<file path="config.mk">
export PLATFORM = sky130hd
export DESIGN_NAME = stop_sequencer
export DESIGN_NICKNAME = d
export VERILOG_FILES = /design/src/include/stop_seq_pkg.sv /design/src/hdl/stop_sequencer.sv
export SDC_FILE = /design/constraint.sdc
export NUM_CORES = 1
export LEC_CHECK = 0
export BUFFER_PORTS_ARGS = -buffer_cell sky130_fd_sc_hd__buf_2
export CORE_ASPECT_RATIO = 2
export CORE_MARGIN = 1.5
export CORE_UTILIZATION = 59
export DETAILED_ROUTE_END_ITERATION = 10
export GPL_ROUTABILITY_DRIVEN = 0
export GPL_TIMING_DRIVEN = 0
export PLACE_DENSITY = 0.79
export REMOVE_ABC_BUFFERS = 1
export SYNTH_ARGS = -nofsm -noshare
export SYNTH_HDL_FRONTEND = slang
export SYNTH_SLANG_ARGS = --single-unit
</file>
<file path="constraint.sdc">
create_clock -name clk_sys -period 2.95 [get_ports clk_sys]
set_input_delay 0.4425 -clock clk_sys [delete_from_list [all_inputs] [get_ports clk_sys]]
set_output_delay 0.4425 -clock clk_sys [all_outputs]
set_load 0.005 [all_outputs]
</file>
<file path="src/include/stop_seq_pkg.sv">
// Constants for the drive stop and torque-off sequencer.
// Operation
// RULE_01: hardware permit removal cuts power stage at once
// RULE_02: stop input gives controlled ramp, disable, brake
// RULE_03: brake on velocity below threshold or timeout
// RULE_04: brake-immediate setting brakes right after fault/hardware
// RULE_05: host sets disable mode to two first
// RULE_06: software disable gives category one stop
// RULE_07: immediate-disable fault cuts power stage at once
// RULE_08: dynamic-braking fault stops by dynamic braking
// RULE_09: controlled-stop fault ramps down before disable
// RULE_10: one string permit input and state output
// RULE_11: local variant ignores string torque-off permit
// RULE_12: local torque-off state joins string state output
// RULE_13: string permit fall cuts energy within 10 ms
// RULE_14: local permit fall cuts energy within 10 ms
// RULE_15: state outputs are informational, not safety
// RULE_16: dynamic braking shorts q axis, d zero, limited
// RULE_17: torque needs local permit and hardware permit
// RULE_18: local input ignores short spaced test pulses
// RULE_19: stop timeout counted from start, cleared on enable
package stop_seq_pkg;
   localparam int unsigned CLK_HZ = 250_000_000;
   // Register map, byte addresses of 32-bit words.
   localparam logic [4:0] OFS_CTRL = 5'h00;
   localparam logic [4:0] OFS_VTHR = 5'h04;
   localparam logic [4:0] OFS_TOUT = 5'h08;
   localparam logic [4:0] OFS_DBIL = 5'h0C;
   localparam logic [4:0] OFS_STAT = 5'h10;
   localparam logic [4:0] OFS_IRQ  = 5'h14;
   localparam logic [4:0] OFS_MASK = 5'h18;
   // Control register fields.
   localparam int unsigned BIT_RUN   = 0;
   localparam int unsigned BIT_BIMM  = 1;
   localparam int unsigned BIT_LOCAL = 2;
   localparam int unsigned POS_MODE  = 4;
   localparam logic [1:0] MODE_CATS  = 2'h2;
   localparam logic [31:0] CTRL_RST  = 32'h0000_0000;
   localparam logic [15:0] VTHR_RST  = 16'h0010;
   localparam logic [31:0] TOUT_RST  = 32'h000F_4240;
   localparam logic [15:0] DBIL_RST  = 16'h0100;
   // Interrupt event bits.
   localparam int unsigned EV_STOP   = 0;
   localparam int unsigned EV_BRAKE  = 1;
   localparam int unsigned EV_FAULT  = 2;
   localparam int unsigned EV_TORQUE = 3;
   localparam int unsigned EV_W      = 4;
   // Torque-off reaction budget and test pulse figures.
   localparam int unsigned REACT_MS  = 10;
   localparam int unsigned PULSE_US  = 300;
   localparam int unsigned GAP_MS    = 200;
   localparam int unsigned PULSE_CYC = PULSE_US * (CLK_HZ / 1_000_000);
   localparam int unsigned GAP_CYC   = GAP_MS * (CLK_HZ / 1_000);
   localparam int unsigned REACT_CYC = REACT_MS * (CLK_HZ / 1_000);
   typedef enum logic [1:0] {FLT_NONE, FLT_IMM, FLT_DYN, FLT_CTRL} fault_t;
   typedef enum {ST_OFF, ST_RUN, ST_RAMP, ST_DYN, ST_COAST, ST_BRAKED} stop_state_t;
endpackage

</file>
<file path="src/hdl/stop_sequencer.sv">
// Stop category sequencer with torque-off handling and Avalon-MM registers.
//
// Design decisions made here: the Avalon-MM slave port and the placing of the registers.
`timescale 1ns/100ps
module stop_sequencer #(
   parameter int unsigned PULSE_CYC = stop_seq_pkg::PULSE_CYC,
   parameter int unsigned GAP_CYC   = stop_seq_pkg::GAP_CYC
) (
   input  wire logic        clk_sys,
   input  wire logic        rst_b,
   input  wire logic [4:0]  avs_address,
   input  wire logic        avs_read,
   input  wire logic        avs_write,
   input  wire logic [31:0] avs_writedata,
   input  wire logic [3:0]  avs_byteenable,
   output logic      [31:0] avs_readdata,
   output logic             avs_waitrequest,
   input  wire logic        string_hardware_permit,
   input  wire logic        torque_off_permit_input,
   input  wire logic        local_torque_off_input,
   input  wire logic        stop_input,
   input  wire logic [1:0]  fault_class,
   input  wire logic [15:0] velocity_abs,
   output logic             power_stage_on,
   output logic             ramp_down,
   output logic             dyn_brake,
   output logic [15:0]      dyn_brake_ilimit,
   output logic             brake_apply,
   output logic             torque_off_state_output,
   output logic             irq
);
   // The filter needs at least one cycle of pulse limit and a gap above it.
   if (PULSE_CYC < 1 || GAP_CYC <= PULSE_CYC) begin
      $error("Pulse filter counts cannot be served.");
   end

   ////////////////////////////////////////////////////////////////////////////
   // Local names for the package enumerations, since nothing is imported.
   localparam stop_seq_pkg::stop_state_t ST_OFF    = stop_seq_pkg::ST_OFF;
   localparam stop_seq_pkg::stop_state_t ST_RUN    = stop_seq_pkg::ST_RUN;
   localparam stop_seq_pkg::stop_state_t ST_RAMP   = stop_seq_pkg::ST_RAMP;
   localparam stop_seq_pkg::stop_state_t ST_DYN    = stop_seq_pkg::ST_DYN;
   localparam stop_seq_pkg::stop_state_t ST_COAST  = stop_seq_pkg::ST_COAST;
   localparam stop_seq_pkg::stop_state_t ST_BRAKED = stop_seq_pkg::ST_BRAKED;
   localparam stop_seq_pkg::fault_t      FLT_NONE  = stop_seq_pkg::FLT_NONE;
   localparam stop_seq_pkg::fault_t      FLT_IMM   = stop_seq_pkg::FLT_IMM;
   localparam stop_seq_pkg::fault_t      FLT_DYN   = stop_seq_pkg::FLT_DYN;
   localparam stop_seq_pkg::fault_t      FLT_CTRL  = stop_seq_pkg::FLT_CTRL;

   ////////////////////////////////////////////////////////////////////////////
   // Pin synchronisers: three stages, change accepted when stages two and three agree.
   logic [2:0] s_hw_r, s_gl_r, s_lo_r, s_st_r;
   logic [2:0] s_hw_nxt, s_gl_nxt, s_lo_nxt, s_st_nxt;
   logic       hw_r, gl_r, lo_raw_r, st_r;
   logic       hw_nxt, gl_nxt, lo_raw_nxt, st_nxt;

   always_comb begin
      s_hw_nxt = {s_hw_r[1:0], string_hardware_permit};
      s_gl_nxt = {s_gl_r[1:0], torque_off_permit_input};
      s_lo_nxt = {s_lo_r[1:0], local_torque_off_input};
      s_st_nxt = {s_st_r[1:0], stop_input};
      // A change counts only once the two later stages agree on it.
      hw_nxt     = (s_hw_r[1] == s_hw_r[2]) ? s_hw_r[2] : hw_r;
      gl_nxt     = (s_gl_r[1] == s_gl_r[2]) ? s_gl_r[2] : gl_r;
      lo_raw_nxt = (s_lo_r[1] == s_lo_r[2]) ? s_lo_r[2] : lo_raw_r;
      st_nxt     = (s_st_r[1] == s_st_r[2]) ? s_st_r[2] : st_r;
   end

   always_ff @(posedge clk_sys) begin
      if (!rst_b) begin
         s_hw_r   <= 3'h0;
         s_gl_r   <= 3'h0;
         s_lo_r   <= 3'h0;
         s_st_r   <= 3'h0;
         hw_r     <= 1'b0;
         gl_r     <= 1'b0;
         lo_raw_r <= 1'b0;
         st_r     <= 1'b0;
      end else begin
         s_hw_r   <= s_hw_nxt;
         s_gl_r   <= s_gl_nxt;
         s_lo_r   <= s_lo_nxt;
         s_st_r   <= s_st_nxt;
         hw_r     <= hw_nxt;
         gl_r     <= gl_nxt;
         lo_raw_r <= lo_raw_nxt;
         st_r     <= st_nxt;
      end
   end

   ////////////////////////////////////////////////////////////////////////////
   // Local test pulse filter. A low shorter than the pulse limit is bridged only
   // when the previous pulse ended more than the gap ago; otherwise it acts.
   logic [31:0] low_cnt_r, low_cnt_nxt, gap_cnt_r, gap_cnt_nxt;
   logic        lo_r, lo_nxt;

   always_comb begin
      low_cnt_nxt = lo_raw_r ? 32'h0 : low_cnt_r + 32'h1;
      gap_cnt_nxt = gap_cnt_r;
      // High time counts from the end of the last low; a low only freezes it, so the
      // decision below still sees the spacing while the pulse lasts.
      if (lo_raw_r && low_cnt_r != 32'h0)
         gap_cnt_nxt = 32'h1;
      else if (lo_raw_r && gap_cnt_r <= GAP_CYC)
         gap_cnt_nxt = gap_cnt_r + 32'h1;
      lo_nxt = lo_r;
      if (lo_raw_r)
         lo_nxt = 1'b1;
      else if (gap_cnt_r <= GAP_CYC || low_cnt_r >= PULSE_CYC - 1)
         lo_nxt = 1'b0;                                              // see RULE_18
   end

   always_ff @(posedge clk_sys) begin
      if (!rst_b) begin
         low_cnt_r <= 32'h0;
         gap_cnt_r <= 32'h0;
         lo_r      <= 1'b0;
      end else begin
         low_cnt_r <= low_cnt_nxt;
         gap_cnt_r <= gap_cnt_nxt;
         lo_r      <= lo_nxt;
      end
   end

   ////////////////////////////////////////////////////////////////////////////
   // Registers.
   logic [31:0] ctrl_r, ctrl_nxt, tout_r, tout_nxt, rdata_r, rdata_nxt;
   logic [15:0] vthr_r, vthr_nxt, dbil_r, dbil_nxt;
   logic [3:0]  ev_r, ev_nxt, mask_r, mask_nxt, ev_set;
   logic        wait_r, wait_nxt, irq_r, irq_nxt;

   function automatic logic [31:0] merge(input logic [31:0] old, input logic [31:0] d,
                                         input logic [3:0] be);
      logic [31:0] res;
      res = old;
      for (int i = 0; i < 4; i++)
         if (be[i])
            res[8*i +: 8] = d[8*i +: 8];
      return res;
   endfunction

   stop_seq_pkg::stop_state_t st_q, st_d;
   logic [31:0] tcnt_r, tcnt_nxt;
   logic        torque_ok, src_permit, ext_off, stop_req;
   logic        pwr_r, pwr_nxt, ramp_r, ramp_nxt, dyn_r, dyn_nxt, brk_r, brk_nxt;
   logic        sto_r, sto_nxt;
   stop_seq_pkg::fault_t flt;
   logic        acc;

   always_comb begin
      // Every access sees one wait cycle: the request is registered, then answered.
      acc       = (avs_read || avs_write) && wait_r;
      wait_nxt  = !acc;
      ctrl_nxt  = ctrl_r;
      vthr_nxt  = vthr_r;
      tout_nxt  = tout_r;
      dbil_nxt  = dbil_r;
      mask_nxt  = mask_r;
      // An event in the clearing cycle survives the clear.
      ev_nxt    = ev_r | ev_set;
      rdata_nxt = rdata_r;
      if (acc && avs_write) begin
         unique case (avs_address)
            stop_seq_pkg::OFS_CTRL: ctrl_nxt = merge(ctrl_r, avs_writedata, avs_byteenable);
            stop_seq_pkg::OFS_VTHR: vthr_nxt = 16'(merge({16'h0, vthr_r}, avs_writedata,
                                                         avs_byteenable));
            stop_seq_pkg::OFS_TOUT: tout_nxt = merge(tout_r, avs_writedata, avs_byteenable);
            stop_seq_pkg::OFS_DBIL: dbil_nxt = 16'(merge({16'h0, dbil_r}, avs_writedata,
                                                         avs_byteenable));
            stop_seq_pkg::OFS_IRQ:  if (avs_byteenable[0])
                                       ev_nxt = (ev_r & ~avs_writedata[3:0]) | ev_set;
            stop_seq_pkg::OFS_MASK: if (avs_byteenable[0])
                                       mask_nxt = avs_writedata[3:0];
            default: ;
         endcase
      end
      if (acc && avs_read) begin
         unique case (avs_address)
            stop_seq_pkg::OFS_CTRL: rdata_nxt = ctrl_r;
            stop_seq_pkg::OFS_VTHR: rdata_nxt = {16'h0, vthr_r};
            stop_seq_pkg::OFS_TOUT: rdata_nxt = tout_r;
            stop_seq_pkg::OFS_DBIL: rdata_nxt = {16'h0, dbil_r};
            stop_seq_pkg::OFS_STAT: rdata_nxt = {24'h0, brk_r, dyn_r, ramp_r, pwr_r,
                                                 sto_r, lo_r, gl_r, hw_r};
            stop_seq_pkg::OFS_IRQ:  rdata_nxt = {28'h0, ev_r};
            stop_seq_pkg::OFS_MASK: rdata_nxt = {28'h0, mask_r};
            default:                rdata_nxt = 32'h0;
         endcase
      end
      // The interrupt follows the next state so that it rises with its event.
      irq_nxt = |(ev_nxt & mask_nxt);
   end

   ////////////////////////////////////////////////////////////////////////////
   // Stop sequencer.
   always_comb begin
      flt = stop_seq_pkg::fault_t'(fault_class);
      // The local variant takes its permit from its own pin only.
      src_permit = ctrl_r[stop_seq_pkg::BIT_LOCAL] ? lo_r : gl_r;        // see RULE_11
      torque_ok  = src_permit && hw_r;                                  // see RULE_17
      // Torque-off and hardware loss act on the sync output, well inside 10 ms.
      ext_off    = !torque_ok || flt == FLT_IMM;             // see RULE_01 RULE_07 RULE_13 RULE_14
      // Any stop source alone holds the drive out of running.
      stop_req   = st_r || !ctrl_r[stop_seq_pkg::BIT_RUN] || flt == FLT_CTRL;
      st_d       = st_q;
      // The stop timer runs in every stop state and is held clear while off or running.
      tcnt_nxt   = tcnt_r + 32'h1;                                        // see RULE_19
      ev_set     = 4'h0;
      // Any stop in progress ends in the brake at low speed or on timeout.
      if (st_q != ST_BRAKED && st_q != ST_OFF && st_q != ST_RUN &&
          (velocity_abs < vthr_r || tcnt_r >= tout_r)) begin
         st_d = ST_BRAKED;                                                 // see RULE_03
         ev_set[stop_seq_pkg::EV_BRAKE] = 1'b1;
      end
      unique case (st_q)
         ST_OFF: begin
            tcnt_nxt = 32'h0;                                              // see RULE_19
            if (torque_ok && ctrl_r[stop_seq_pkg::BIT_RUN] && !st_r && flt == FLT_NONE)
               st_d = ST_RUN;
         end
         ST_RUN: begin
            tcnt_nxt = 32'h0;
            if (ext_off) begin
               st_d = ST_COAST;
               ev_set[stop_seq_pkg::EV_TORQUE] = !torque_ok;
            end else if (flt == FLT_DYN) begin
               st_d = ST_DYN;                                              // see RULE_08
            end else if (stop_req) begin
               st_d = ST_RAMP;                                 // see RULE_02 RULE_06 RULE_09
            end
            ev_set[stop_seq_pkg::EV_STOP]  = ext_off || flt != FLT_NONE || stop_req;
            ev_set[stop_seq_pkg::EV_FAULT] = flt != FLT_NONE;
         end
         ST_RAMP:  if (ext_off) st_d = ST_COAST;
         ST_DYN:   if (ext_off) st_d = ST_COAST;
         ST_COAST: ;
         ST_BRAKED: begin
            if (!ctrl_r[stop_seq_pkg::BIT_RUN] && flt == FLT_NONE && !st_r)
               st_d = ST_OFF;
         end
      endcase
      // Brake-immediate skips the wait after hardware loss or a fault, in any stop
      // still in progress as well as from running, for axes that carry a load.
      if (ctrl_r[stop_seq_pkg::BIT_BIMM] && (!hw_r || flt != FLT_NONE) &&
          st_q != ST_OFF && st_q != ST_BRAKED)
         st_d = ST_BRAKED;                                                 // see RULE_04
      pwr_nxt  = (st_d == ST_RUN || st_d == ST_RAMP) && torque_ok;
      ramp_nxt = st_d == ST_RAMP;
      // Dynamic braking needs the power stage, shorted on q with d held at zero.
      dyn_nxt  = st_d == ST_DYN && torque_ok;                             // see RULE_16
      // The brake waits out a coast as well; only the stop end or rest applies it.
      brk_nxt  = st_d == ST_OFF || st_d == ST_BRAKED;                    // see RULE_03
      // Purely informational: high while torque is off, local part included.
      sto_nxt  = !gl_r || (ctrl_r[stop_seq_pkg::BIT_LOCAL] && !lo_r);     // see RULE_10 RULE_12
   end

   always_ff @(posedge clk_sys) begin
      if (!rst_b) begin
         st_q   <= ST_OFF;
         tcnt_r <= 32'h0;
         pwr_r  <= 1'b0;
         ramp_r <= 1'b0;
         dyn_r  <= 1'b0;
         brk_r  <= 1'b1;
         sto_r  <= 1'b1;
         ctrl_r <= stop_seq_pkg::CTRL_RST;
         vthr_r <= stop_seq_pkg::VTHR_RST;
         tout_r <= stop_seq_pkg::TOUT_RST;
         dbil_r <= stop_seq_pkg::DBIL_RST;
         mask_r <= 4'h0;
         ev_r   <= 4'h0;
         rdata_r <= 32'h0;
         wait_r <= 1'b1;
         irq_r  <= 1'b0;
      end else begin
         st_q   <= st_d;
         tcnt_r <= tcnt_nxt;
         pwr_r  <= pwr_nxt;
         ramp_r <= ramp_nxt;
         dyn_r  <= dyn_nxt;
         brk_r  <= brk_nxt;
         sto_r  <= sto_nxt;
         ctrl_r <= ctrl_nxt;
         vthr_r <= vthr_nxt;
         tout_r <= tout_nxt;
         dbil_r <= dbil_nxt;
         mask_r <= mask_nxt;
         ev_r   <= ev_nxt;
         rdata_r <= rdata_nxt;
         wait_r <= wait_nxt;
         irq_r  <= irq_nxt;
      end
   end

   // Every output is a register; no path from a pin reaches an output directly.
   assign avs_readdata            = rdata_r;
   assign avs_waitrequest         = wait_r;
   assign power_stage_on          = pwr_r;
   assign ramp_down               = ramp_r;
   assign dyn_brake               = dyn_r;
   assign dyn_brake_ilimit        = dbil_r;
   assign brake_apply             = brk_r;
   assign torque_off_state_output = sto_r;
   assign irq                     = irq_r;
endmodule

</file>
# After elaboration in Yosys (flattened, before gate mapping)
# Index checks and enable logic that the tools add are counted.
[word_totals] regBits=288 latchBits=0 mem_bits_rw=0 romBits=0 inputBits=67 out_inout_bits=55 elab_cells=162 mem_count=0
[classes] add_sub_neg=3 mul=0 div=0 order_cmp=4 eq_ne=23 shifts=0 mux=25 n_bitwise=6 reduce_logical=65
[ops] op="2-to-1 mux 32 bit" count=8
[ops] op="one-hot mux 32 bit (7 select lines)" count=1
[ops] op="one-hot mux 32 bit (4 select lines)" count=1
[ops] op="adder 32 x 1 -> 32 bit (second input constant)" count=3
[ops] op="equality test 32 x 2 -> 1 bit (second input constant)" count=3
[ops] op="equality test 32 x 3 -> 1 bit (second input constant)" count=3
[ops] op="logical NOT 32 bit" count=2
[ops] op="nonzero test 32 bit" count=2
[ops] op="AND reduction 3 bit" count=12
[ops] op="equality test 32 x 1 -> 1 bit (second input constant)" count=1
[ops] op="equality test 32 x 4 -> 1 bit (second input constant)" count=1
[ops] op=">= comparator 32 x 17 -> 1 bit (second input constant)" count=1
[ops] op=">= comparator 32 bit" count=1
[ops] op="<= comparator 32 x 26 -> 1 bit (second input constant)" count=1
[ops] op="inequality test 32 x 2 -> 1 bit (second input constant)" count=1
[ops] op="inequality test 32 x 4 -> 1 bit (second input constant)" count=1
[ops] op="2-to-1 mux 4 bit" count=6
[ops] op="logical AND 1 bit" count=20
[ops] op="< comparator 16 bit" count=1
[ops] op="equality test 5 bit (second input constant)" count=3
[ops] op="logical OR 1 bit" count=12
[ops] op="equality test 5 x 4 -> 1 bit (second input constant)" count=2
[ops] op="bitwise AND 4 bit" count=2
[ops] op="2-to-1 mux 1 bit" count=8
[ops] op="other kinds (15)" count=30

# Longest topological paths before layout
[logic_depth] ltp_word=13 ltp_mapped=12 ltp_nobuf=10

# Worst setup path before layout
# Ideal clock, no wire load.
[synth_path] kind="register to register" from="register tout_r[10]" to="register st_q[21]" setup_time_ns=0.115 arrival_time_ns=2.371 required_time_ns=2.835 slack_ns=0.464 path_stages_with_launch=13 n_path_buf=2 period_less_slack_ns=2.486 cell_sequence="dfxtp_1 inv_1 ha_1 and4_1 or3b_1 or4_1 o211ai_2 a211oi_4 a21oi_2 a211oi_2 buf_6 buf_6 and2_1"
[synth_between] elab_chain_len=9 elab_cells_between_ends=12 cone_classes="order compare (1); mux (9); reduce/logical (2)"
[synth_lines] item="start: declaration" line="stop_sequencer.sv:127" rtl="logic [31:0] ctrl_r, ctrl_nxt, tout_r, tout_nxt, rdata_r, rdata_nxt;"
[synth_lines] item="start signal: assignment" line="stop_sequencer.sv:268" rtl="tout_r <= stop_seq_pkg::TOUT_RST;"
[synth_lines] item="start signal: assignment" line="stop_sequencer.sv:285" rtl="tout_r <= tout_nxt;"
[synth_lines] item=">= comparator 32 bit *" line="stop_sequencer.sv:211" rtl="(velocity_abs < vthr_r || tcnt_r >= tout_r)) begin"
[synth_lines] item="logical OR 1 bit *" line="stop_sequencer.sv:211"
[synth_lines] item="logical AND 1 bit *" line="stop_sequencer.sv:210" rtl="if (st_q != ST_BRAKED && st_q != ST_OFF && st_q != ST_RUN &&"
[synth_lines] item="2-to-1 mux 32 bit *" line="stop_sequencer.sv:210"
[synth_lines] item="2-to-1 mux 32 bit" line="stop_sequencer.sv:228" rtl="end else if (stop_req) begin"
[synth_lines] item="2-to-1 mux 32 bit" line="stop_sequencer.sv:226" rtl="end else if (flt == FLT_DYN) begin"
[synth_lines] item="2-to-1 mux 32 bit" line="stop_sequencer.sv:223" rtl="if (ext_off) begin"
[synth_lines] item="one-hot mux 32 bit (4 select lines) *" line="stop_sequencer.sv:215" rtl="unique case (st_q)"
[synth_lines] item="2-to-1 mux 32 bit *" line="stop_sequencer.sv:244" rtl="if (ctrl_r[stop_seq_pkg::BIT_BIMM] && (!hw_r || flt != FLT_NONE) &&"
[synth_lines] item="end signal: assignment" line="stop_sequencer.sv:276" rtl="st_q <= st_d;"
[synth_lines] item="end: declaration" line="stop_sequencer.sv:142" rtl="stop_seq_pkg::stop_state_t st_q, st_d;"
# Mark *: on every way between the ends. The rest lies on a longest branch, timed or not.
# A chain may end at the register's enable or synchronous reset.

# Worst setup path after layout
[layout_path] from="register tout_r[9]" to="register st_q[31]"
# The elaborated chain is that of the path after synthesis.

==> Flow_metrics.wiki <==
{| class="wikitable"
! Metric !! Value
|-
| Antenna violations before repair || 0
|-
| Number of global-route vias before repair || 11000
|-
| Min-delay src || stop_input
|-
| Time the worst path needs with I/O delays and setup || roughly 2.9 ns
|-
| Largest area contributor in the synthesized netlist || sky130_fd_sc_hd__dfxtp_1
|-
| Post-detailed-placement cell area || ~14000 µm²
|-
| Number of search-and-repair iterations in the first detailed-routing pass || 7
|-
| Number of buffers inserted by port buffering || between 100 and 150
|-
| Final instance area || ~15000 µm²
|-
| Final Hold Vio Count || 0
|-
| Period utilization || 0.984
|-
| Remaining DRCs || 0
|-
| Share of flip-flops with an asynchronous set or reset || 0
|-
| Transition time at the pin with the least slew margin || approximately 1.4 ns
|-
| Cts bufs inserted || 25
|-
| Max capacitance violation total || 0
|-
| Outcome || complete, no violations
|-
| Post-Place Cells || roughly 1800
|-
| Root buffer cell || sky130_fd_sc_hd__clkbuf_16
|-
| Top-level port count || between 100 and 150
|-
| First-pass GRT wire length || 51.3 mm
|-
| Clock power frac || 0.454
|-
| Net switching share of the total power || 0.219
|-
| Hold WS || a little over 0.1 ns
|-
| Count of mapped cells out of synthesis || 1497
|-
| Final-report max-slew violation count || 0
|-
| Combinational share of power || 0.038
|-
| Max Fanout on Critical Path || 14
|-
| Total overflow reported by the global router || 0
|-
| Setup WS post-layout || about 0.046 ns
|-
| Critical path data required time || about 3.4 ns
|-
| Initial cell density of the core || 0.599
|-
| Sequential share of power || 0.508
|-
| Initial detailed-routing violation count || 629
|-
| Number of distinct library cell variants in the gate-level netlist after synthesis || between 70 and 80
|-
| Yosys warnings || 0
|-
| Insertion delay to the later sink of the worst-skew pair || 0.55 ns
|-
| Number of antenna diodes || 0
|-
| Nature of the critical path startpoint || flip-flop
|-
| Final Setup Violations || 0
|-
| Area share of the largest cell type after synthesis || 0.448
|-
| Routed wire length || 31.8 mm
|-
| Detailed placer's ending HPWL || between 20 and 25 mm
|-
| Max-slew headroom at the worst pin || 0.0704
|-
| Fraction of the yosys area taken by sequential cells || 0.448
|-
| Top FF cell, synth || sky130_fd_sc_hd__dfxtp_1
|-
| Maximum root-to-sink buffer count || 3
|-
| Yosys reg bits || 288
|-
| VDD IR max || about 0.00052 V
|-
| H-tree lvl count || 1
|-
| Post-synth EDFFs || 0
|-
| Number of rows created at floorplan || 76
|-
| Place WS || -0.732 ns
|-
| Final cell count without fillers || ~1900
|-
| Cts-stage hold buffer count || 0
|-
| Average wire per cell in the routed design || 16.8 µm
|-
| Via count || ~11000
|-
| Internal Pwr Total || around 6000 µW
|-
| Crit path launch || tout_r[9]
|-
| Skew final || 0.0268 ns
|-
| Largest net degree at the start of global routing || between 80 and 90
|-
| Summed instance area of the synthesized netlist || about 13000 µm²
|-
| RSZ-0062 raised after global routing || no
|-
| Post-CTS clock slew at the launch and capture registers of the worst setup and hold paths || 0.07 ns
|-
| Net total in the final layout || 1718
|-
| Die extent in y || 212 µm
|-
| Power per unit of standard cell area || 524 nW/µm²
|-
| Critical Path Sink Type || flip-flop
|-
| Total net switching power || ~1700 µW
|-
| Fraction of layout cells with a size suffix above 1 || 0.134
|-
| Area delta synth->final || 14.4%
|-
| Maximum frequency from static timing analysis || between 300 and 400 MHz
|-
| Global routing usage summed across all routing layers || 0.278
|-
| TritonCTS clock tree || yes
|-
| Worst min-delay path category || input pin to flip-flop
|-
| Core Area || approximately 21000 µm²
|-
| Die area || 22800 µm²
|-
| Mean area per synthesized cell || approximately 8.6 µm²
|-
| Worst path arrival time || 3.34 ns
|-
| Reg-to-reg critical path startpoint || tout_r[9]
|-
| Number of clock sinks || ~290
|-
| Crit Path Class || flip-flop to flip-flop
|-
| Routed vias/inst || between 5 and 6
|-
| Die X-Extent || between 100 and 150 µm
|-
| Cell types occupying the most area after synthesis || sky130_fd_sc_hd__dfxtp_1, sky130_fd_sc_hd__nor2_1, sky130_fd_sc_hd__mux2i_1
|-
| Leakage || around 0.0056 µW
|-
| Remaining number of nets flagged by the antenna check after routing || 0
|}
## state kept, by name, indices dropped and copies added (netlist names), 3 cells and up
name and flops:
low_cnt_r 32, ctrl_r 32, mask_r 4, s_st_r 3
ev_r 4, vthr_r 16, tout_r 32, dyn_brake_ilimit 16
s_hw_r 3, tcnt_r 32, s_lo_r 3, s_gl_r 3
st_q 32, gap_cnt_r 32, avs_readdata 32
## final timing paths
check	slack (ns)	end	depth (start not counted)
worst max-delay path	0.05	st_q[31]	11
worst min-delay path	0.10	s_st_r[0]	2
worst max register to register	0.05	st_q[31]	11
worst min register to register	0.42	s_hw_r[1]	1
## layout make-up
| class | instances | area [µm²] |
|---|---|---|
| Timing Repair Buffer | 130 | 731 |
| Fill cell | 1791 | 6770 |
| Clock inverter | 12 | 184 |
| Tap cell | 273 | 342 |
| Sequential cell | 288 | 5770 |
| Multi-Input combinational cell | 1074 | 6700 |
| Inverter | 80 | 303 |
| Clock buffer | 33 | 696 |
## routing by layer
| metal | GRT usage | wire, µm | vias to the layer above |
|---|---|---|---|
| met4 | 0.135 | 1400 | 0 |
| met1 | 0.286 | 11700 | 5242 |
| met5 | 0 | 0 | - |
| met3 | 0.0391 | 1630 | 93 |
| li1 | - | - | 5329 |
| met2 | 0.536 | 17100 | 372 |
## power groups by stage
stage | registers, µW | clock network (µW) | logic, µW
2_1_floorplan | 4000 | 0 | 124
3_3_place_gp | 4000 | 0 | 259
3_5_place_dp | 4010 | 0 | 275
4_1_cts | 3920 | 3570 | 286
5_1_grt | 3920 | 3710 | 313
6_report | 3920 | 3500 | 290
## synth_stat cells (4+ instances only)
cell type / count
sky130_fd_sc_hd__a31oi_1: 5
sky130_fd_sc_hd__dfxtp_1: 288
sky130_fd_sc_hd__a222oi_1: 13
sky130_fd_sc_hd__nor2_1: 229
sky130_fd_sc_hd__a221oi_1: 5
sky130_fd_sc_hd__buf_2: 7
sky130_fd_sc_hd__nand4_1: 22
sky130_fd_sc_hd__mux2i_1: 74
sky130_fd_sc_hd__and3_1: 16
sky130_fd_sc_hd__and4_1: 14
sky130_fd_sc_hd__o21ai_0: 28
sky130_fd_sc_hd__inv_1: 80
sky130_fd_sc_hd__nand2_1: 176
sky130_fd_sc_hd__xor2_1: 44
sky130_fd_sc_hd__buf_1: 4
sky130_fd_sc_hd__o211ai_1: 13
sky130_fd_sc_hd__nor2b_1: 6
sky130_fd_sc_hd__nor4_1: 19
sky130_fd_sc_hd__nor3_2: 4
sky130_fd_sc_hd__a22o_1: 4
sky130_fd_sc_hd__nor3_1: 16
sky130_fd_sc_hd__xnor2_1: 32
sky130_fd_sc_hd__or3_1: 9
sky130_fd_sc_hd__mux2_2: 5
sky130_fd_sc_hd__a21oi_1: 126
sky130_fd_sc_hd__nand3_1: 42
sky130_fd_sc_hd__and2_1: 51
sky130_fd_sc_hd__clkbuf_1: 42
sky130_fd_sc_hd__nand2b_1: 6
sky130_fd_sc_hd__ha_1: 52
## metrics by stage
stage | total power, µW | setup TNS, ns | util
final | 7710 | 0 | 0.685
after detailed placement | 4280 | -50.58 | 0.636
after global placement | 4260 | -280.21 | 0.632
after global routing | 7940 | 0 | 0.685
after floorplan | 4130 | -9.98 | -
after CTS | 7770 | 0 | 0.682
## worst max-delay path, stage by stage, from the launching register on
cell,delay [ns]
sky130_fd_sc_hd__dfxtp_1,0.35
sky130_fd_sc_hd__inv_1,0.08
sky130_fd_sc_hd__ha_1,0.30
sky130_fd_sc_hd__and4_4,0.24
sky130_fd_sc_hd__or3b_1,0.36
sky130_fd_sc_hd__or4_4,0.44
sky130_fd_sc_hd__o211ai_4,0.16
sky130_fd_sc_hd__a211oi_4,0.16
sky130_fd_sc_hd__a21oi_4,0.29
sky130_fd_sc_hd__a211oi_4,0.08
sky130_fd_sc_hd__buf_12,0.18
sky130_fd_sc_hd__and2_1,0.16
## cells in the final DEF, fill, tap and decap left out, types with 14 or more instances in the layout
cell type / n
sky130_fd_sc_hd__xor2_1: 44
sky130_fd_sc_hd__inv_1: 79
sky130_fd_sc_hd__dfxtp_1: 284
sky130_fd_sc_hd__o21ai_0: 28
sky130_fd_sc_hd__a21oi_1: 126
sky130_fd_sc_hd__nor2_1: 229
sky130_fd_sc_hd__nor4_1: 17
sky130_fd_sc_hd__xnor2_1: 32
sky130_fd_sc_hd__nor3_1: 14
sky130_fd_sc_hd__nand4_1: 22
sky130_fd_sc_hd__nand2_1: 175
sky130_fd_sc_hd__buf_2: 122
sky130_fd_sc_hd__and2_1: 50
sky130_fd_sc_hd__nand3_1: 42
sky130_fd_sc_hd__clkbuf_16: 25
sky130_fd_sc_hd__ha_1: 52
sky130_fd_sc_hd__mux2i_1: 74
sky130_fd_sc_hd__and3_1: 16
## logic make-up (layout without fill, tap and decap cells)
| group | count (synthesis) | in the layout | synth area share |
|---|---|---|---|
| AND/OR/NAND/NOR | 631 | 631 | 0.231 |
| multiplexers | 79 | 79 | 0.0619 |
| XOR/XNOR | 76 | 76 | 0.0517 |
| flip-flops | 288 | 288 | 0.448 |
| buffers and inverters | 136 | 255 | 0.0416 |
| AO/OA/AOI/OAI | 235 | 236 | 0.115 |
| adder cells (fa/ha/maj) | 52 | 52 | 0.0505 |
## repair_timing
action                     4_1_cts  5_1_grt
setup buffers                    2        2
resized for setup                7       13
cloned                           1        0
setup endpoints to repair       34       73
pin swaps                        3        5
Power figures use the tool's default switching activity.
